### config.mk
export PLATFORM = sky130hd
export DESIGN_NAME = fpse_editor
export DESIGN_NICKNAME = d
export VERILOG_FILES = /design/src/hdl/fpse_pkg.sv /design/src/hdl/fpse_sw_if.sv /design/src/hdl/fpse_sw_sync.sv /design/src/hdl/fpse_editor.sv
export SDC_FILE = /design/constraint.sdc
export NUM_CORES = 1
export LEC_CHECK = 0
export BUFFER_PORTS_ARGS = -buffer_cell sky130_fd_sc_hd__buf_2
export CAP_MARGIN = 20
export CORE_MARGIN = 2
export CORE_UTILIZATION = 30
export CTS_CLUSTER_SIZE = 40
export DETAILED_ROUTE_END_ITERATION = 12
export GPL_TIMING_DRIVEN = 1
export PLACE_DENSITY = 0.52
export SLEW_MARGIN = 20
export SYNTH_ARGS = -nofsm -noshare
export SYNTH_HDL_FRONTEND = slang
export SYNTH_SLANG_ARGS = --single-unit
export TNS_END_PERCENT = 100
### constraint.sdc
create_clock -name core_clk -period 2.81 [get_ports core_clk]
set_input_delay 0.4215 -clock core_clk [delete_from_list [all_inputs] [get_ports core_clk]]
set_output_delay 0.4215 -clock core_clk [all_outputs]
set_load 0.01 [all_outputs]
### src/hdl/fpse_pkg.sv
// shared constants and types for the front panel settings editor
package fpse_pkg;
    localparam int unsigned CLK_HZ = 40_000_000;
    localparam int unsigned IDLE_TIMEOUT_S = 30;
    localparam longint unsigned IDLE_TIMEOUT_CYC_L = longint'(IDLE_TIMEOUT_S) * longint'(CLK_HZ);
    localparam logic [31:0] IDLE_TIMEOUT_CYC = IDLE_TIMEOUT_CYC_L[31:0];

    // switch pulse positions inside the carrier vector
    localparam int SW_SEL = 0;
    localparam int SW_LEFT = 1;
    localparam int SW_RIGHT = 2;
    localparam int SW_UP = 3;
    localparam int SW_DOWN = 4;
    localparam int SW_COUNT = 5;

    // cursor positions: 0..3 top digits, 4 exit marker, 5..8 bottom digits
    localparam logic [3:0] POS_FIRST = 4'h0;
    localparam logic [3:0] POS_EXIT = 4'h4;
    localparam logic [3:0] POS_BOT0 = 4'h5;
    localparam logic [3:0] POS_LAST = 4'h8;

    // gain held in half-dB units
    localparam logic [5:0] GAIN_MIN = 6'h00;
    localparam logic [5:0] GAIN_MAX = 6'h28;
    localparam logic [5:0] GAIN_STEP = 6'h01;

    localparam logic [3:0] BCD_NINE = 4'h9;

    typedef enum logic [2:0] {
        MN_NORMAL,
        MN_UP_FREQ,
        MN_DN_FREQ,
        MN_UP_GAIN,
        MN_DN_GAIN,
        MN_SAVE
    } fpse_menu_t;

    // frequencies are four BCD digits of MHz, most significant digit first
    typedef struct packed {
        logic [15:0] up_in;
        logic [15:0] up_out;
        logic [15:0] dn_in;
        logic [15:0] dn_out;
        logic [5:0] up_gain;
        logic [5:0] dn_gain;
    } fpse_set_t;

    localparam int SET_W = $bits(fpse_set_t);
    localparam fpse_set_t SET_RESET = '0;
endpackage

### src/hdl/fpse_sw_if.sv
// carrier from the switch synchroniser to the editor core
`timescale 1ns/1ps
interface fpse_sw_if #(
    parameter int NLOCK = 2
);
    logic [fpse_pkg::SW_COUNT-1:0] press;
    logic [NLOCK-1:0] lock_ok;

    modport src (output press, output lock_ok);
    modport dst (input press, input lock_ok);
endinterface

### src/hdl/fpse_sw_sync.sv
// pin synchroniser and press edge detector
`timescale 1ns/1ps
module fpse_sw_sync #(
    parameter int NLOCK = 2
) (
    input wire logic core_clk,
    input wire logic rst_b,
    input wire logic ce,
    input wire logic [fpse_pkg::SW_COUNT-1:0] sw_raw,
    input wire logic [NLOCK-1:0] lock_raw,
    fpse_sw_if.src sw
);
    localparam int W = fpse_pkg::SW_COUNT + NLOCK;

    logic [W-1:0] meta_q;
    logic [W-1:0] sync_q;
    logic [fpse_pkg::SW_COUNT-1:0] prev_q;
    logic [fpse_pkg::SW_COUNT-1:0] sw_lvl;

    assign sw_lvl = sync_q[fpse_pkg::SW_COUNT-1:0];
    // one pulse per press; holding a switch does not auto-repeat
    assign sw.press = sw_lvl & ~prev_q;
    assign sw.lock_ok = sync_q[W-1:fpse_pkg::SW_COUNT];

    always_ff @(posedge core_clk or negedge rst_b) begin
        if (!rst_b) begin
            // loops read locked until sampled, so no false alarm after reset
            meta_q <= {{NLOCK{1'b1}}, {fpse_pkg::SW_COUNT{1'b0}}};
            sync_q <= {{NLOCK{1'b1}}, {fpse_pkg::SW_COUNT{1'b0}}};
            prev_q <= '0;
        end else if (ce) begin
            meta_q <= {lock_raw, sw_raw};
            sync_q <= meta_q;
            prev_q <= sw_lvl;
        end
    end
endmodule

### src/hdl/fpse_editor.sv
// front panel settings editor core: menus, cursor, pending edits, save and alarm
`timescale 1ns/1ps
// How it works
// - thirty idle seconds while editing discard pending edits, back to normal
// - each select press while editing steps to the next menu, unless the cursor is on the exit marker
// - vertical rocker changes the digit under the cursor at once
// - horizontal rocker moves cursor; top start wraps down to bottom end, bottom end wraps up to top start
// - edited frequencies reach the synthesizers only after a yes save
// - select on the exit marker jumps to the save prompt
// - yes stores all pending settings; no restores previous values
// - the save-prompt press returns to the main display
// - gain edits apply immediately, are stored only on yes
// - one vertical step changes gain by half a dB
// - alarm whenever any oscillator loop reports loss of lock
// - gains are limited to zero through 20.0 dB
// - committed settings live in non-volatile storage, restored at power-up
module fpse_editor #(
    parameter int NLOCK = 2,
    parameter logic [31:0] TIMEOUT_CYC = fpse_pkg::IDLE_TIMEOUT_CYC
) (
    input wire logic core_clk,
    input wire logic rst_b,
    input wire logic ce,
    input wire logic sw_sel,
    input wire logic sw_left,
    input wire logic sw_right,
    input wire logic sw_up,
    input wire logic sw_down,
    input wire logic [NLOCK-1:0] pll_lock,
    input wire logic [fpse_pkg::SET_W-1:0] nv_rd_data,
    output logic nv_wr_en,
    output logic [fpse_pkg::SET_W-1:0] nv_wr_data,
    output logic [15:0] syn_up_in,
    output logic [15:0] syn_up_out,
    output logic [15:0] syn_dn_in,
    output logic [15:0] syn_dn_out,
    output logic [5:0] up_gain,
    output logic [5:0] dn_gain,
    output logic [fpse_pkg::SET_W-1:0] shown_set,
    output logic [2:0] menu_code,
    output logic [3:0] cursor,
    output logic save_yes,
    output logic alarm
);
    fpse_sw_if #(.NLOCK(NLOCK)) sw ();

    fpse_sw_sync #(.NLOCK(NLOCK)) u_sync (
        .core_clk(core_clk),
        .rst_b(rst_b),
        .ce(ce),
        .sw_raw({sw_down, sw_up, sw_right, sw_left, sw_sel}),
        .lock_raw(pll_lock),
        .sw(sw)
    );

    function automatic logic [3:0] bcd_step(input logic [3:0] d, input logic up);
        if (up) begin
            bcd_step = (d >= fpse_pkg::BCD_NINE) ? 4'h0 : d + 4'h1;
        end else begin
            bcd_step = (d == 4'h0) ? fpse_pkg::BCD_NINE : d - 4'h1;
        end
    endfunction

    // digit index 0 is the leftmost digit on the display
    function automatic logic [15:0] freq_step(input logic [15:0] f, input logic [1:0] idx, input logic up);
        logic [15:0] r;
        r = f;
        case (idx)
            2'h0: r[15:12] = bcd_step(f[15:12], up);
            2'h1: r[11:8] = bcd_step(f[11:8], up);
            2'h2: r[7:4] = bcd_step(f[7:4], up);
            default: r[3:0] = bcd_step(f[3:0], up);
        endcase
        return r;
    endfunction

    function automatic logic [5:0] gain_step(input logic [5:0] g, input logic up);
        if (up) begin
            gain_step = (g >= fpse_pkg::GAIN_MAX) ? fpse_pkg::GAIN_MAX : g + fpse_pkg::GAIN_STEP;
        end else begin
            gain_step = (g == fpse_pkg::GAIN_MIN) ? fpse_pkg::GAIN_MIN : g - fpse_pkg::GAIN_STEP;
        end
    endfunction

    // a stored image may hold an out-of-range gain; pull it into range on load
    function automatic logic [5:0] gain_fit(input logic [5:0] g);
        gain_fit = (g > fpse_pkg::GAIN_MAX) ? fpse_pkg::GAIN_MAX : g;
    endfunction

    fpse_pkg::fpse_menu_t menu_q, menu_d;
    fpse_pkg::fpse_set_t wk_q, wk_d;
    fpse_pkg::fpse_set_t cm_q, cm_d;
    logic [3:0] cur_q, cur_d;
    logic yes_q, yes_d;
    logic [31:0] tmr_q, tmr_d;
    logic load_q;
    logic nv_wr_q;
    logic alarm_q;

    wire p_sel = sw.press[fpse_pkg::SW_SEL];
    wire p_left = sw.press[fpse_pkg::SW_LEFT];
    wire p_right = sw.press[fpse_pkg::SW_RIGHT];
    wire p_up = sw.press[fpse_pkg::SW_UP];
    wire p_down = sw.press[fpse_pkg::SW_DOWN];
    wire any_press = |sw.press;
    wire horiz = p_left ^ p_right;
    wire vert = p_up ^ p_down;

    wire active = (menu_q != fpse_pkg::MN_NORMAL);
    wire editing = (menu_q == fpse_pkg::MN_UP_FREQ) || (menu_q == fpse_pkg::MN_DN_FREQ) ||
                   (menu_q == fpse_pkg::MN_UP_GAIN) || (menu_q == fpse_pkg::MN_DN_GAIN);
    wire on_exit = (cur_q == fpse_pkg::POS_EXIT);
    wire on_top = (cur_q < fpse_pkg::POS_EXIT);
    wire [1:0] dig_idx = on_top ? cur_q[1:0] : 2'(cur_q - fpse_pkg::POS_BOT0);

    wire tmo_hit = active && !any_press && (tmr_q >= TIMEOUT_CYC - 32'h1);
    wire do_sel = !tmo_hit && p_sel;
    wire do_horiz = !tmo_hit && !p_sel && horiz;
    wire do_vert = !tmo_hit && !p_sel && !horiz && vert && editing && !on_exit;
    wire save_take = do_sel && (menu_q == fpse_pkg::MN_SAVE);

    // restart on action, held at zero on the main display, counts in the save prompt too
    assign tmr_d = (!active || any_press) ? 32'h0 : tmr_q + 32'h1;

    // linear order 0..8 makes the top/bottom wrap fall out naturally
    wire [3:0] cur_right = (cur_q >= fpse_pkg::POS_LAST) ? fpse_pkg::POS_FIRST : cur_q + 4'h1;
    wire [3:0] cur_left = (cur_q == fpse_pkg::POS_FIRST) ? fpse_pkg::POS_LAST : cur_q - 4'h1;

    always_comb begin
        menu_d = menu_q;
        cur_d = cur_q;
        yes_d = yes_q;
        if (tmo_hit) begin
            menu_d = fpse_pkg::MN_NORMAL;
        end else if (do_sel) begin
            cur_d = fpse_pkg::POS_FIRST;
            if (editing && on_exit) begin
                menu_d = fpse_pkg::MN_SAVE;
                yes_d = 1'b1;
            end else begin
                unique case (menu_q)
                    fpse_pkg::MN_NORMAL: menu_d = fpse_pkg::MN_UP_FREQ;
                    fpse_pkg::MN_UP_FREQ: menu_d = fpse_pkg::MN_DN_FREQ;
                    fpse_pkg::MN_DN_FREQ: menu_d = fpse_pkg::MN_UP_GAIN;
                    fpse_pkg::MN_UP_GAIN: menu_d = fpse_pkg::MN_DN_GAIN;
                    fpse_pkg::MN_DN_GAIN: begin
                        menu_d = fpse_pkg::MN_SAVE;
                        yes_d = 1'b1;
                    end
                    // the save press ends at the main display
                    fpse_pkg::MN_SAVE: menu_d = fpse_pkg::MN_NORMAL;
                    default: menu_d = fpse_pkg::MN_NORMAL;
                endcase
            end
        end else if (do_horiz) begin
            if (menu_q == fpse_pkg::MN_SAVE) begin
                yes_d = !yes_q;
            end else if (editing) begin
                cur_d = p_right ? cur_right : cur_left;
            end
        end
    end

    always_comb begin
        wk_d = wk_q;
        cm_d = cm_q;
        if (load_q) begin
            wk_d = fpse_pkg::fpse_set_t'(nv_rd_data);
            wk_d.up_gain = gain_fit(wk_d.up_gain);
            wk_d.dn_gain = gain_fit(wk_d.dn_gain);
            cm_d = wk_d;
        end else if (tmo_hit || (save_take && !yes_q)) begin
            wk_d = cm_q;
        end else if (save_take && yes_q) begin
            cm_d = wk_q;
        end else if (do_vert) begin
            unique case (menu_q)
                fpse_pkg::MN_UP_FREQ: begin
                    if (on_top) wk_d.up_in = freq_step(wk_q.up_in, dig_idx, p_up);
                    else wk_d.up_out = freq_step(wk_q.up_out, dig_idx, p_up);
                end
                fpse_pkg::MN_DN_FREQ: begin
                    if (on_top) wk_d.dn_in = freq_step(wk_q.dn_in, dig_idx, p_up);
                    else wk_d.dn_out = freq_step(wk_q.dn_out, dig_idx, p_up);
                end
                fpse_pkg::MN_UP_GAIN: wk_d.up_gain = gain_step(wk_q.up_gain, p_up);
                fpse_pkg::MN_DN_GAIN: wk_d.dn_gain = gain_step(wk_q.dn_gain, p_up);
                default: wk_d = wk_q;
            endcase
        end
    end

    always_ff @(posedge core_clk or negedge rst_b) begin
        if (!rst_b) begin
            menu_q <= fpse_pkg::MN_NORMAL;
            cur_q <= fpse_pkg::POS_FIRST;
            yes_q <= 1'b1;
            tmr_q <= 32'h0;
            wk_q <= fpse_pkg::SET_RESET;
            cm_q <= fpse_pkg::SET_RESET;
            load_q <= 1'b1;
            nv_wr_q <= 1'b0;
            alarm_q <= 1'b0;
        end else if (ce) begin
            menu_q <= menu_d;
            cur_q <= cur_d;
            yes_q <= yes_d;
            tmr_q <= tmr_d;
            wk_q <= wk_d;
            cm_q <= cm_d;
            load_q <= 1'b0;
            // write the store on a yes save
            nv_wr_q <= !load_q && save_take && yes_q;
            alarm_q <= !(&sw.lock_ok);
        end
    end

    assign syn_up_in = cm_q.up_in;
    assign syn_up_out = cm_q.up_out;
    assign syn_dn_in = cm_q.dn_in;
    assign syn_dn_out = cm_q.dn_out;
    // gain path follows the pending value
    assign up_gain = wk_q.up_gain;
    assign dn_gain = wk_q.dn_gain;
    assign nv_wr_en = nv_wr_q;
    assign nv_wr_data = cm_q;
    assign shown_set = wk_q;
    assign menu_code = menu_q;
    assign cursor = cur_q;
    assign save_yes = yes_q;
    assign alarm = alarm_q;

    idle_expire_a: assert property (@(posedge core_clk) disable iff (!rst_b)
        (ce && tmo_hit && !load_q) |=> (menu_q == fpse_pkg::MN_NORMAL) && (wk_q == $past(cm_q)))
        else $error("idle expiry did not discard edits");

    menu_advance_a: assert property (@(posedge core_clk) disable iff (!rst_b)
        (ce && do_sel && menu_q == fpse_pkg::MN_UP_GAIN && !on_exit) |=> menu_q == fpse_pkg::MN_DN_GAIN)
        else $error("select did not advance the menu");

    digit_change_a: assert property (@(posedge core_clk) disable iff (!rst_b)
        (ce && !load_q && do_vert && menu_q == fpse_pkg::MN_UP_FREQ && on_top)
        |=> wk_q.up_in != $past(wk_q.up_in))
        else $error("vertical step left the digit unchanged");

    cursor_wrap_a: assert property (@(posedge core_clk) disable iff (!rst_b)
        (ce && do_horiz && editing && p_right && on_exit) |=> cur_q == fpse_pkg::POS_BOT0)
        else $error("cursor did not wrap to the bottom line");

    freq_held_a: assert property (@(posedge core_clk) disable iff (!rst_b)
        (ce && !load_q && !save_take) |=> $stable(cm_q.up_in) && $stable(cm_q.dn_out))
        else $error("frequency applied without a save");

    exit_jump_a: assert property (@(posedge core_clk) disable iff (!rst_b)
        (ce && do_sel && editing && on_exit) |=> (menu_q == fpse_pkg::MN_SAVE) && yes_q)
        else $error("exit marker did not open the save prompt");

    save_commit_a: assert property (@(posedge core_clk) disable iff (!rst_b)
        (ce && !load_q && save_take && yes_q) |=> nv_wr_en && (cm_q == $past(wk_q))
        && (menu_q == fpse_pkg::MN_NORMAL))
        else $error("yes save did not store the pending set");

    gain_step_a: assert property (@(posedge core_clk) disable iff (!rst_b)
        (ce && !load_q && do_vert && p_up && menu_q == fpse_pkg::MN_DN_GAIN && wk_q.dn_gain < fpse_pkg::GAIN_MAX)
        |=> dn_gain == $past(wk_q.dn_gain) + fpse_pkg::GAIN_STEP)
        else $error("gain step is not half a dB");

    gain_limit_a: assert property (@(posedge core_clk) disable iff (!rst_b)
        (up_gain <= fpse_pkg::GAIN_MAX) && (dn_gain <= fpse_pkg::GAIN_MAX))
        else $error("gain above 20.0 dB");

    lock_alarm_a: assert property (@(posedge core_clk) disable iff (!rst_b)
        (ce && !(&sw.lock_ok)) |=> alarm)
        else $error("lost lock raised no alarm");

    alarm_clear_a: assert property (@(posedge core_clk) disable iff (!rst_b)
        (ce && (&sw.lock_ok)) |=> !alarm)
        else $error("alarm stayed up with all loops locked");

    menu_return_a: assert property (@(posedge core_clk) disable iff (!rst_b)
        (ce && save_take) |=> menu_q == fpse_pkg::MN_NORMAL)
        else $error("save press did not return to the main display");

    store_on_yes_a: assert property (@(posedge core_clk) disable iff (!rst_b)
        (ce && !(save_take && yes_q)) |=> !nv_wr_en)
        else $error("store written without a yes save");

    restore_load_a: assert property (@(posedge core_clk) disable iff (!rst_b)
        (ce && load_q) |=> syn_up_in == $past(nv_rd_data[fpse_pkg::SET_W-1 -: 16]))
        else $error("stored settings not restored at power-up");

    idle_clear_a: assert property (@(posedge core_clk) disable iff (!rst_b)
        (ce && (!active || any_press)) |=> tmr_q == 32'h0)
        else $error("idle timer did not restart");
endmodule

Word level (Yosys, flattened, before mapping)

Cells that the tools add are included.

Logic and storage cells: 311
Register bits: 214
Output and inout port bits: 238

Equality and inequality tests: 14
Bitwise logic cells: 5
Add/sub/neg operators: 40
Mux-type cells: 105
Reductions and logical operators: 90
Magnitude comparators: 23

Operator list:

| cell                                                  | count |
|---|---|
| 2-to-1 mux 76 bit                                     | 7 |
| 2-to-1 mux 4 bit                                      | 71 |
| 2-to-1 mux 32 bit                                     | 3 |
| AND reduction 6 bit                                   | 16 |
| adder 4 x 1 -> 4 bit, second input constant           | 17 |
| >= comparator 4 bit, second input constant            | 17 |
| logical NOT 4 bit                                     | 17 |
| subtractor 4 x 1 -> 4 bit, second input constant      | 17 |
| 2-to-1 mux 16 bit                                     | 4 |
| 2-to-1 mux 6 bit                                      | 10 |
| adder 32 x 1 -> 32 bit, second input constant         | 1 |
| >= comparator 32 x 31 -> 1 bit, second input constant | 1 |
| nonzero test 3 bit                                    | 10 |
| logical AND 1 bit                                     | 15 |
| one-hot mux 3 bit (5 select lines)                    | 1 |
| adder 6 x 1 -> 6 bit, second input constant           | 2 |
| >= comparator 6 bit, second input constant            | 2 |
| > comparator 6 bit, second input constant             | 2 |
| logical NOT 6 bit                                     | 2 |
| subtractor 6 x 1 -> 6 bit, second input constant      | 2 |
| AND reduction 5 bit                                   | 2 |
| nonzero test 2 bit                                    | 5 |
| logical NOT 1 bit                                     | 9 |
| 2-to-1 mux 3 bit                                      | 3 |
| other kinds (26)                                      | 41 |

Depth between registers and ports, before layout

Depth after elaboration: 16
Mapped depth: 10
Gate-level depth less buffers: 8

Modules after synthesis

From an unflattened synthesis, not the netlist that was laid out.

Cells, all modules: 1681
Area total of the unflattened synthesis: 14808.0 µm²

Modules (own cells, without submodules):

| module       | cells an instance | times used | area each (µm²) |
|---|---|---|---|
| fpse_editor  | 1634              | 1          | 13998.4 |
| fpse_sw_sync | 47                | 1          | 809.5 |

Worst setup path before layout

OpenSTA, ideal clock, no wires.

Kind: flip-flop to flip-flop
Start point: register cur_q[1] (netlist: cursor[1])
End point: register wk_q, in the netlist up_gain[4]
Data arrival time: 2.527 ns
Data required time: 2.684 ns
Cell stages (with the launch flop): 9
Setup slack: 0.157 ns
Clock period less this slack: 2.653 ns
Path through: dfrtp_1 > inv_1 > ha_1 > and3b_1 > or4_1 > or4_1 > o21ai_1 > nor2_1 > o32a_1

Word-level cells in the longest chain between the ends: 5

RTL lines:

| what                                 | line               | text |
|---|---|---|
| start: declaration                   | fpse_editor.sv:93  | `logic [3:0] cur_q, cur_d;` |
| start signal: assignment             | fpse_editor.sv:196 | `cur_q <= fpse_pkg::POS_FIRST;` |
| start signal: assignment             | fpse_editor.sv:206 | `cur_q <= cur_d;` |
| equality test 4 x 3 -> 1 bit         | fpse_editor.sv:112 | `wire on_exit = (cur_q == fpse_pkg::POS_EXIT);` |
| logical NOT 1 bit                    | fpse_editor.sv:119 | `wire do_vert = !tmo_hit && !p_sel && !horiz && vert && editing && !on_exit;` |
| logical AND 1 bit                    | fpse_editor.sv:119 |  |
| nonzero test 3 bit (no source line)  | -                  |  |
| AND reduction 4 bit (no source line) | -                  |  |
| end signal: assignment               | fpse_editor.sv:199 | `wk_q <= fpse_pkg::SET_RESET;` |
| end signal: assignment               | fpse_editor.sv:209 | `wk_q <= wk_d;` |
| end: declaration                     | fpse_editor.sv:91  | `fpse_pkg::fpse_set_t wk_q, wk_d;` |

No other way between the ends.
A chain may end at the register's enable or synchronous reset.

Worst setup path after layout

Start point: register menu_q[2] (netlist: menu_code[2])
End point: register wk_q, in the netlist shown_set[57]

Word-level cells in the longest chain between the ends: 11
Elaborated cells between the ends (all ways): 30

RTL lines:

| what                                 | line                                   | text |
|---|---|---|
| start: declaration                   | fpse_editor.sv:90                      | `fpse_pkg::fpse_menu_t menu_q, menu_d;` |
| start signal: assignment             | fpse_editor.sv:195                     | `menu_q <= fpse_pkg::MN_NORMAL;` |
| start signal: assignment             | fpse_editor.sv:205                     | `menu_q <= menu_d;` |
| nonzero test 3 bit                   | fpse_editor.sv:109                     | `wire active = (menu_q != fpse_pkg::MN_NORMAL);` |
| logical AND 1 bit (2 in a row)       | fpse_editor.sv:116                     | `wire tmo_hit = active && !any_press && (tmr_q >= TIMEOUT_CYC - 32'h1);` |
| logical NOT 1 bit                    | fpse_editor.sv:117, fpse_editor.sv:119 |  |
| logical AND 1 bit (5 in a row)       | fpse_editor.sv:119                     |  |
| nonzero test 3 bit (no source line)  | -                                      |  |
| AND reduction 6 bit (no source line) | -                                      |  |

Several ways; a longest one is shown, not always the timed one.

==> PnR_summary.wiki <==
{| class="wikitable"
! Metric !! Value
|-
| Outcome || finished clean
|-
| TritonCTS clock tree || yes
|-
| Part of the power in the clock network || a little over a fifth
|-
| Crit path setup slack, layout || about 0.096 ns
|-
| Leakage power figure || about 0.0083 uW
|-
| Area growth from synthesis to final layout || 19.53%
|-
| Type of origin of the critical path || register
|-
| Final count of negative-setup-slack endpoints || 0
|-
| Most used DFF post-synth || dfrtp_1
|-
| CORE AREA || around 0.052 mm2
|-
| Starting utilization of the core area || around 31%
|-
| Area leader, netlist || dfrtp_1
|-
| Nature of the critical path endpoint || register
|-
| Iter 0 DRT Violations || 1,293
|-
| Number of buffers between clock root and the deepest sink || 3
|-
| Worst path max stage delay || slightly below 0.5 ns
|-
| CP max-delay cell || dfrtp_1
|-
| Start-to-end type of the worst setup path || reg -> reg
|-
| Sequential fraction of the synthesis area || 34.06%
|-
| Post-detailed-placement cell area || 0.01770 mm2
|-
| Net Sw Frac || approximately 45%
|-
| Die Width || between 200 and 250 um
|-
| TritonCTS buffer count || 29
|-
| Total of max-cap violations || 0
|-
| Cell area after technology mapping || approximately 0.016 mm2
|-
| Internal power consumption || 10,460 uW
|-
| Top-count cell post-synth || nand2_1
|-
| Floorplan die area || 0.05432 mm2
|-
| Nets || ~2,200
|-
| Design area || around 0.019 mm2
|-
| Initial antenna violation count || 2
|-
| Cells traversed along the worst timing path || or3_1, and3_1, a21oi_4, or3_2, buf_12, buf_4, a211oi_1, o32a_1
|-
| Number of vias per cell || 5.543
|-
| Pre-antenna DRT Iters || 5
|-
| Class of the tightest hold or removal check || in -> reg
|-
| Maximum fanout along the worst path || 20
|-
| Aggregate global routing overflow || 0
|-
| Final critical-path required period || between 2 and 3 ns
|-
| Final count of hold timing violations || 0
|-
| Estimated wirelength of the detail-placed design || roughly 40 mm
|-
| Global placer's final weighted congestion || approximately 0.88
|-
| I/O Pins || roughly 320
|-
| Number of H-tree levels || 1
|-
| Die span in y || ~230 um
|-
| Clock slew at reported path FFs || ~0.060 ns
|-
| Worst setup timing slack at the placement stage || roughly 0.0038 ns
|-
| Proportion of power drawn by flip-flops and latches || between 30% and 40%
|-
| Final-report max-slew violation count || 0
|-
| Worst-skew pair later-pin latency || around 0.58 ns
|-
| Rows || 83
|-
| Clock skew || ~0.028 ns
|-
| Global-route usage over all layers || 20.33%
|-
| Post-route ant nets || 0
|-
| Net switching power figure || roughly 8500 uW
|-
| Clock tree root buffer cell || clkbuf_16
|-
| Library cells used by synthesis || 76
|-
| Aggregate routed wire length || roughly 57 mm
|-
| Average wire per standard cell || a little over 20 um
|-
| Pin slew with the least headroom to its limit || between 0.8 and 0.9 ns
|-
| Max Freq || 368.4 MHz
|-
| Worst Path Arrival || ~3.2 ns
|-
| Fraction of final layout cells sized beyond drive strength 1 || about a quarter
|-
| Count of flip-flops with a built-in enable after synthesis || 0
|-
| Number of nets produced by synthesis || a little over 2,000
|-
| Routed vias || ~16,000
|-
| Power Dens Cells || 1009 mW/mm2
|-
| Number of input and output port buffers inserted || between 300 and 400
|-
| Yosys top cell area share || between 30% and 40%
|-
| Final worst hold slack || between 0.09 and 0.1 ns
|-
| Post-synth ARST share || between 90% and 100%
|-
| Period utilisation layout || about 97%
|-
| Worst relative slew slack || a little over two fifths
|-
| Leading cell types by count after synthesis || 226 x nand2_1, 208 x dfrtp_1, 155 x o21ai_0, 136 x clkbuf_1, 112 x a21oi_1
|-
| Area contributors post-synth || dfrtp_1 33%, nand2_1 5.4%, o21ai_0 4.9%
|-
| Non-filler instance count after layout || between 2,000 and 3,000
|-
| Synthesized flop and latch total || ~210
|-
| Maximum number of pins on one net before global-route repair || 96
|-
| Synthesized instance count || around 1,900
|-
| Synthesized area divided by synthesized cell count || 8.212 um2
|-
| Power share of the combinational group || 45.5%
|-
| Global-route wire length before repair || around 90 mm
|-
| Critical path data required time || 3.25 ns
|-
| Via count of the first global-routing pass || roughly 15,000
|-
| Remaining DRCs || 0
|-
| Worst VDD drop || approximately 0.00043 V
|-
| Cell total after placement || 2,746
|-
| Clock sink total || roughly 210
|-
| Synth warn || 0
|}
==> sequential cells by signal, summed over array words and instances (netlist names), 7 cells and up <==
register       flops
nv_wr_data        12
syn_dn_in         16
syn_dn_out        16
syn_up_out        16
u_sync.meta_q      7
shown_set         64
syn_up_in         16
tmr_q             32
u_sync.sync_q      7
==> critical path, delay by kind of cell, from the launching register on <==
kind / cells / cell delay [ns]
simple gates: 3 / 0.92
buf+inv: 2 / 0.42
compound gates: 3 / 0.74
flops: 1 / 0.49
==> power by group through the flow <==
stage	Sequential [uW]	Clock [uW]	Combinational (uW)
2_1_floorplan	5770	0	6350
4_1_cts	6380	4060	8670
5_1_grt	6660	4160	9720
3_5_place_dp	6420	0	8620
6_report	6390	3960	8640
3_3_place_gp	6370	0	8520
==> per-layer routing <==
layer  vias up  track usage [%]  wire length, um  part of all wire, %
li1       7332                -                -                    -
met1      7595            28.52            26130                   46
met2       533            32.80            26390                   46
met3        85            3.015             3056                  5.4
met4         2            4.737             1248                  2.2
met5         -                0               13                0.023
==> cells in the final DEF (no fill, tap or decap), types with 17 or more instances in the layout <==
cell / Yosys / final
o211ai_1: 20 / 20
mux2i_1: 52 / 52
nor4_1: 47 / 47
nand4_1: 18 / 18
o22ai_1: 22 / 22
nor2b_1: 19 / 18
clkbuf_16: 0 / 30
nor2_1: 99 / 99
buf_2: 19 / 321
xor2_1: 20 / 20
a21boi_0: 41 / 41
o21ai_0: 155 / 153
nand2_1: 226 / 226
a31oi_1: 34 / 34
a32oi_1: 22 / 22
nand3_1: 60 / 60
xnor2_1: 24 / 24
o32a_1: 34 / 34
dfrtp_1: 208 / 206
inv_1: 80 / 80
a211oi_1: 40 / 40
and3_1: 17 / 17
nor3_1: 38 / 35
ha_1: 55 / 55
o31ai_1: 20 / 19
a21oi_1: 112 / 111
mux2_2: 27 / 27
buf_4: 76 / 55
a211o_1: 19 / 19
==> path summary, 6_finish.rpt <==
kind | startpoint | end | slack, ns | depth (start not counted)
worst min register to register | u_sync.prev_q[1] | u_sync.prev_q[1] | 0.50 | 1
worst max register to register | menu_code[2] | shown_set[57] | 0.1 | 8
min in group asynchronous | rst_b | syn_dn_out[15] | 0.39 | 2
worst max-delay path | menu_code[2] | shown_set[57] | 0.1 | 8
max in group asynchronous | rst_b | syn_dn_in[15] | 1.58 | 3
worst min-delay path | sw_right | u_sync.meta_q[2] | 0.1 | 2
==> area by class of cell <==
class                   count  area (um2)
fillers                  5286       32800
multi-input cells        1382        8964
flip-flops and latches    214        5369
repair buffers            393        2323
clock buffers              45       855.8
well taps                 680       850.8
inverters                  82       307.8
clock inverters             8       143.9
diodes                      1       2.502
==> cells by family (layout without fill, tap and decap cells) <==
group	count (synthesis)	after routing	share of synthesized area [%]
compound gates	604	604	25.65
simple gates	600	600	18.57
buf+inv	321	528	9.665
flops	214	214	34.06
mux	79	79	5.238
fa+ha+maj	55	55	4.371
xor+xnor	44	44	2.448
other cells	0	1	0
==> stage by stage <==
stage,util [%],TNS (ns),power [uW]
global route,36.46,-0.002612,20540
detailed placement,34.29,0,15040
CTS,36.25,0,19100
global placement,34.29,0,14890
floorplan,-,0,12120
finish,36.46,0,18990
==> what timing repair did <==
| action | 4_1_cts | 5_1_grt |
|---|---|---|
| buffers inserted | 0 | 3 |
| hold endpoints to repair | 49 | 0 |
| gates resized for setup | 0 | 15 |
| hold buffers | 1 | 0 |
| endpoints found under the setup margin | 0 | 41 |
Note: power is estimated with default switching activity, not from simulation.
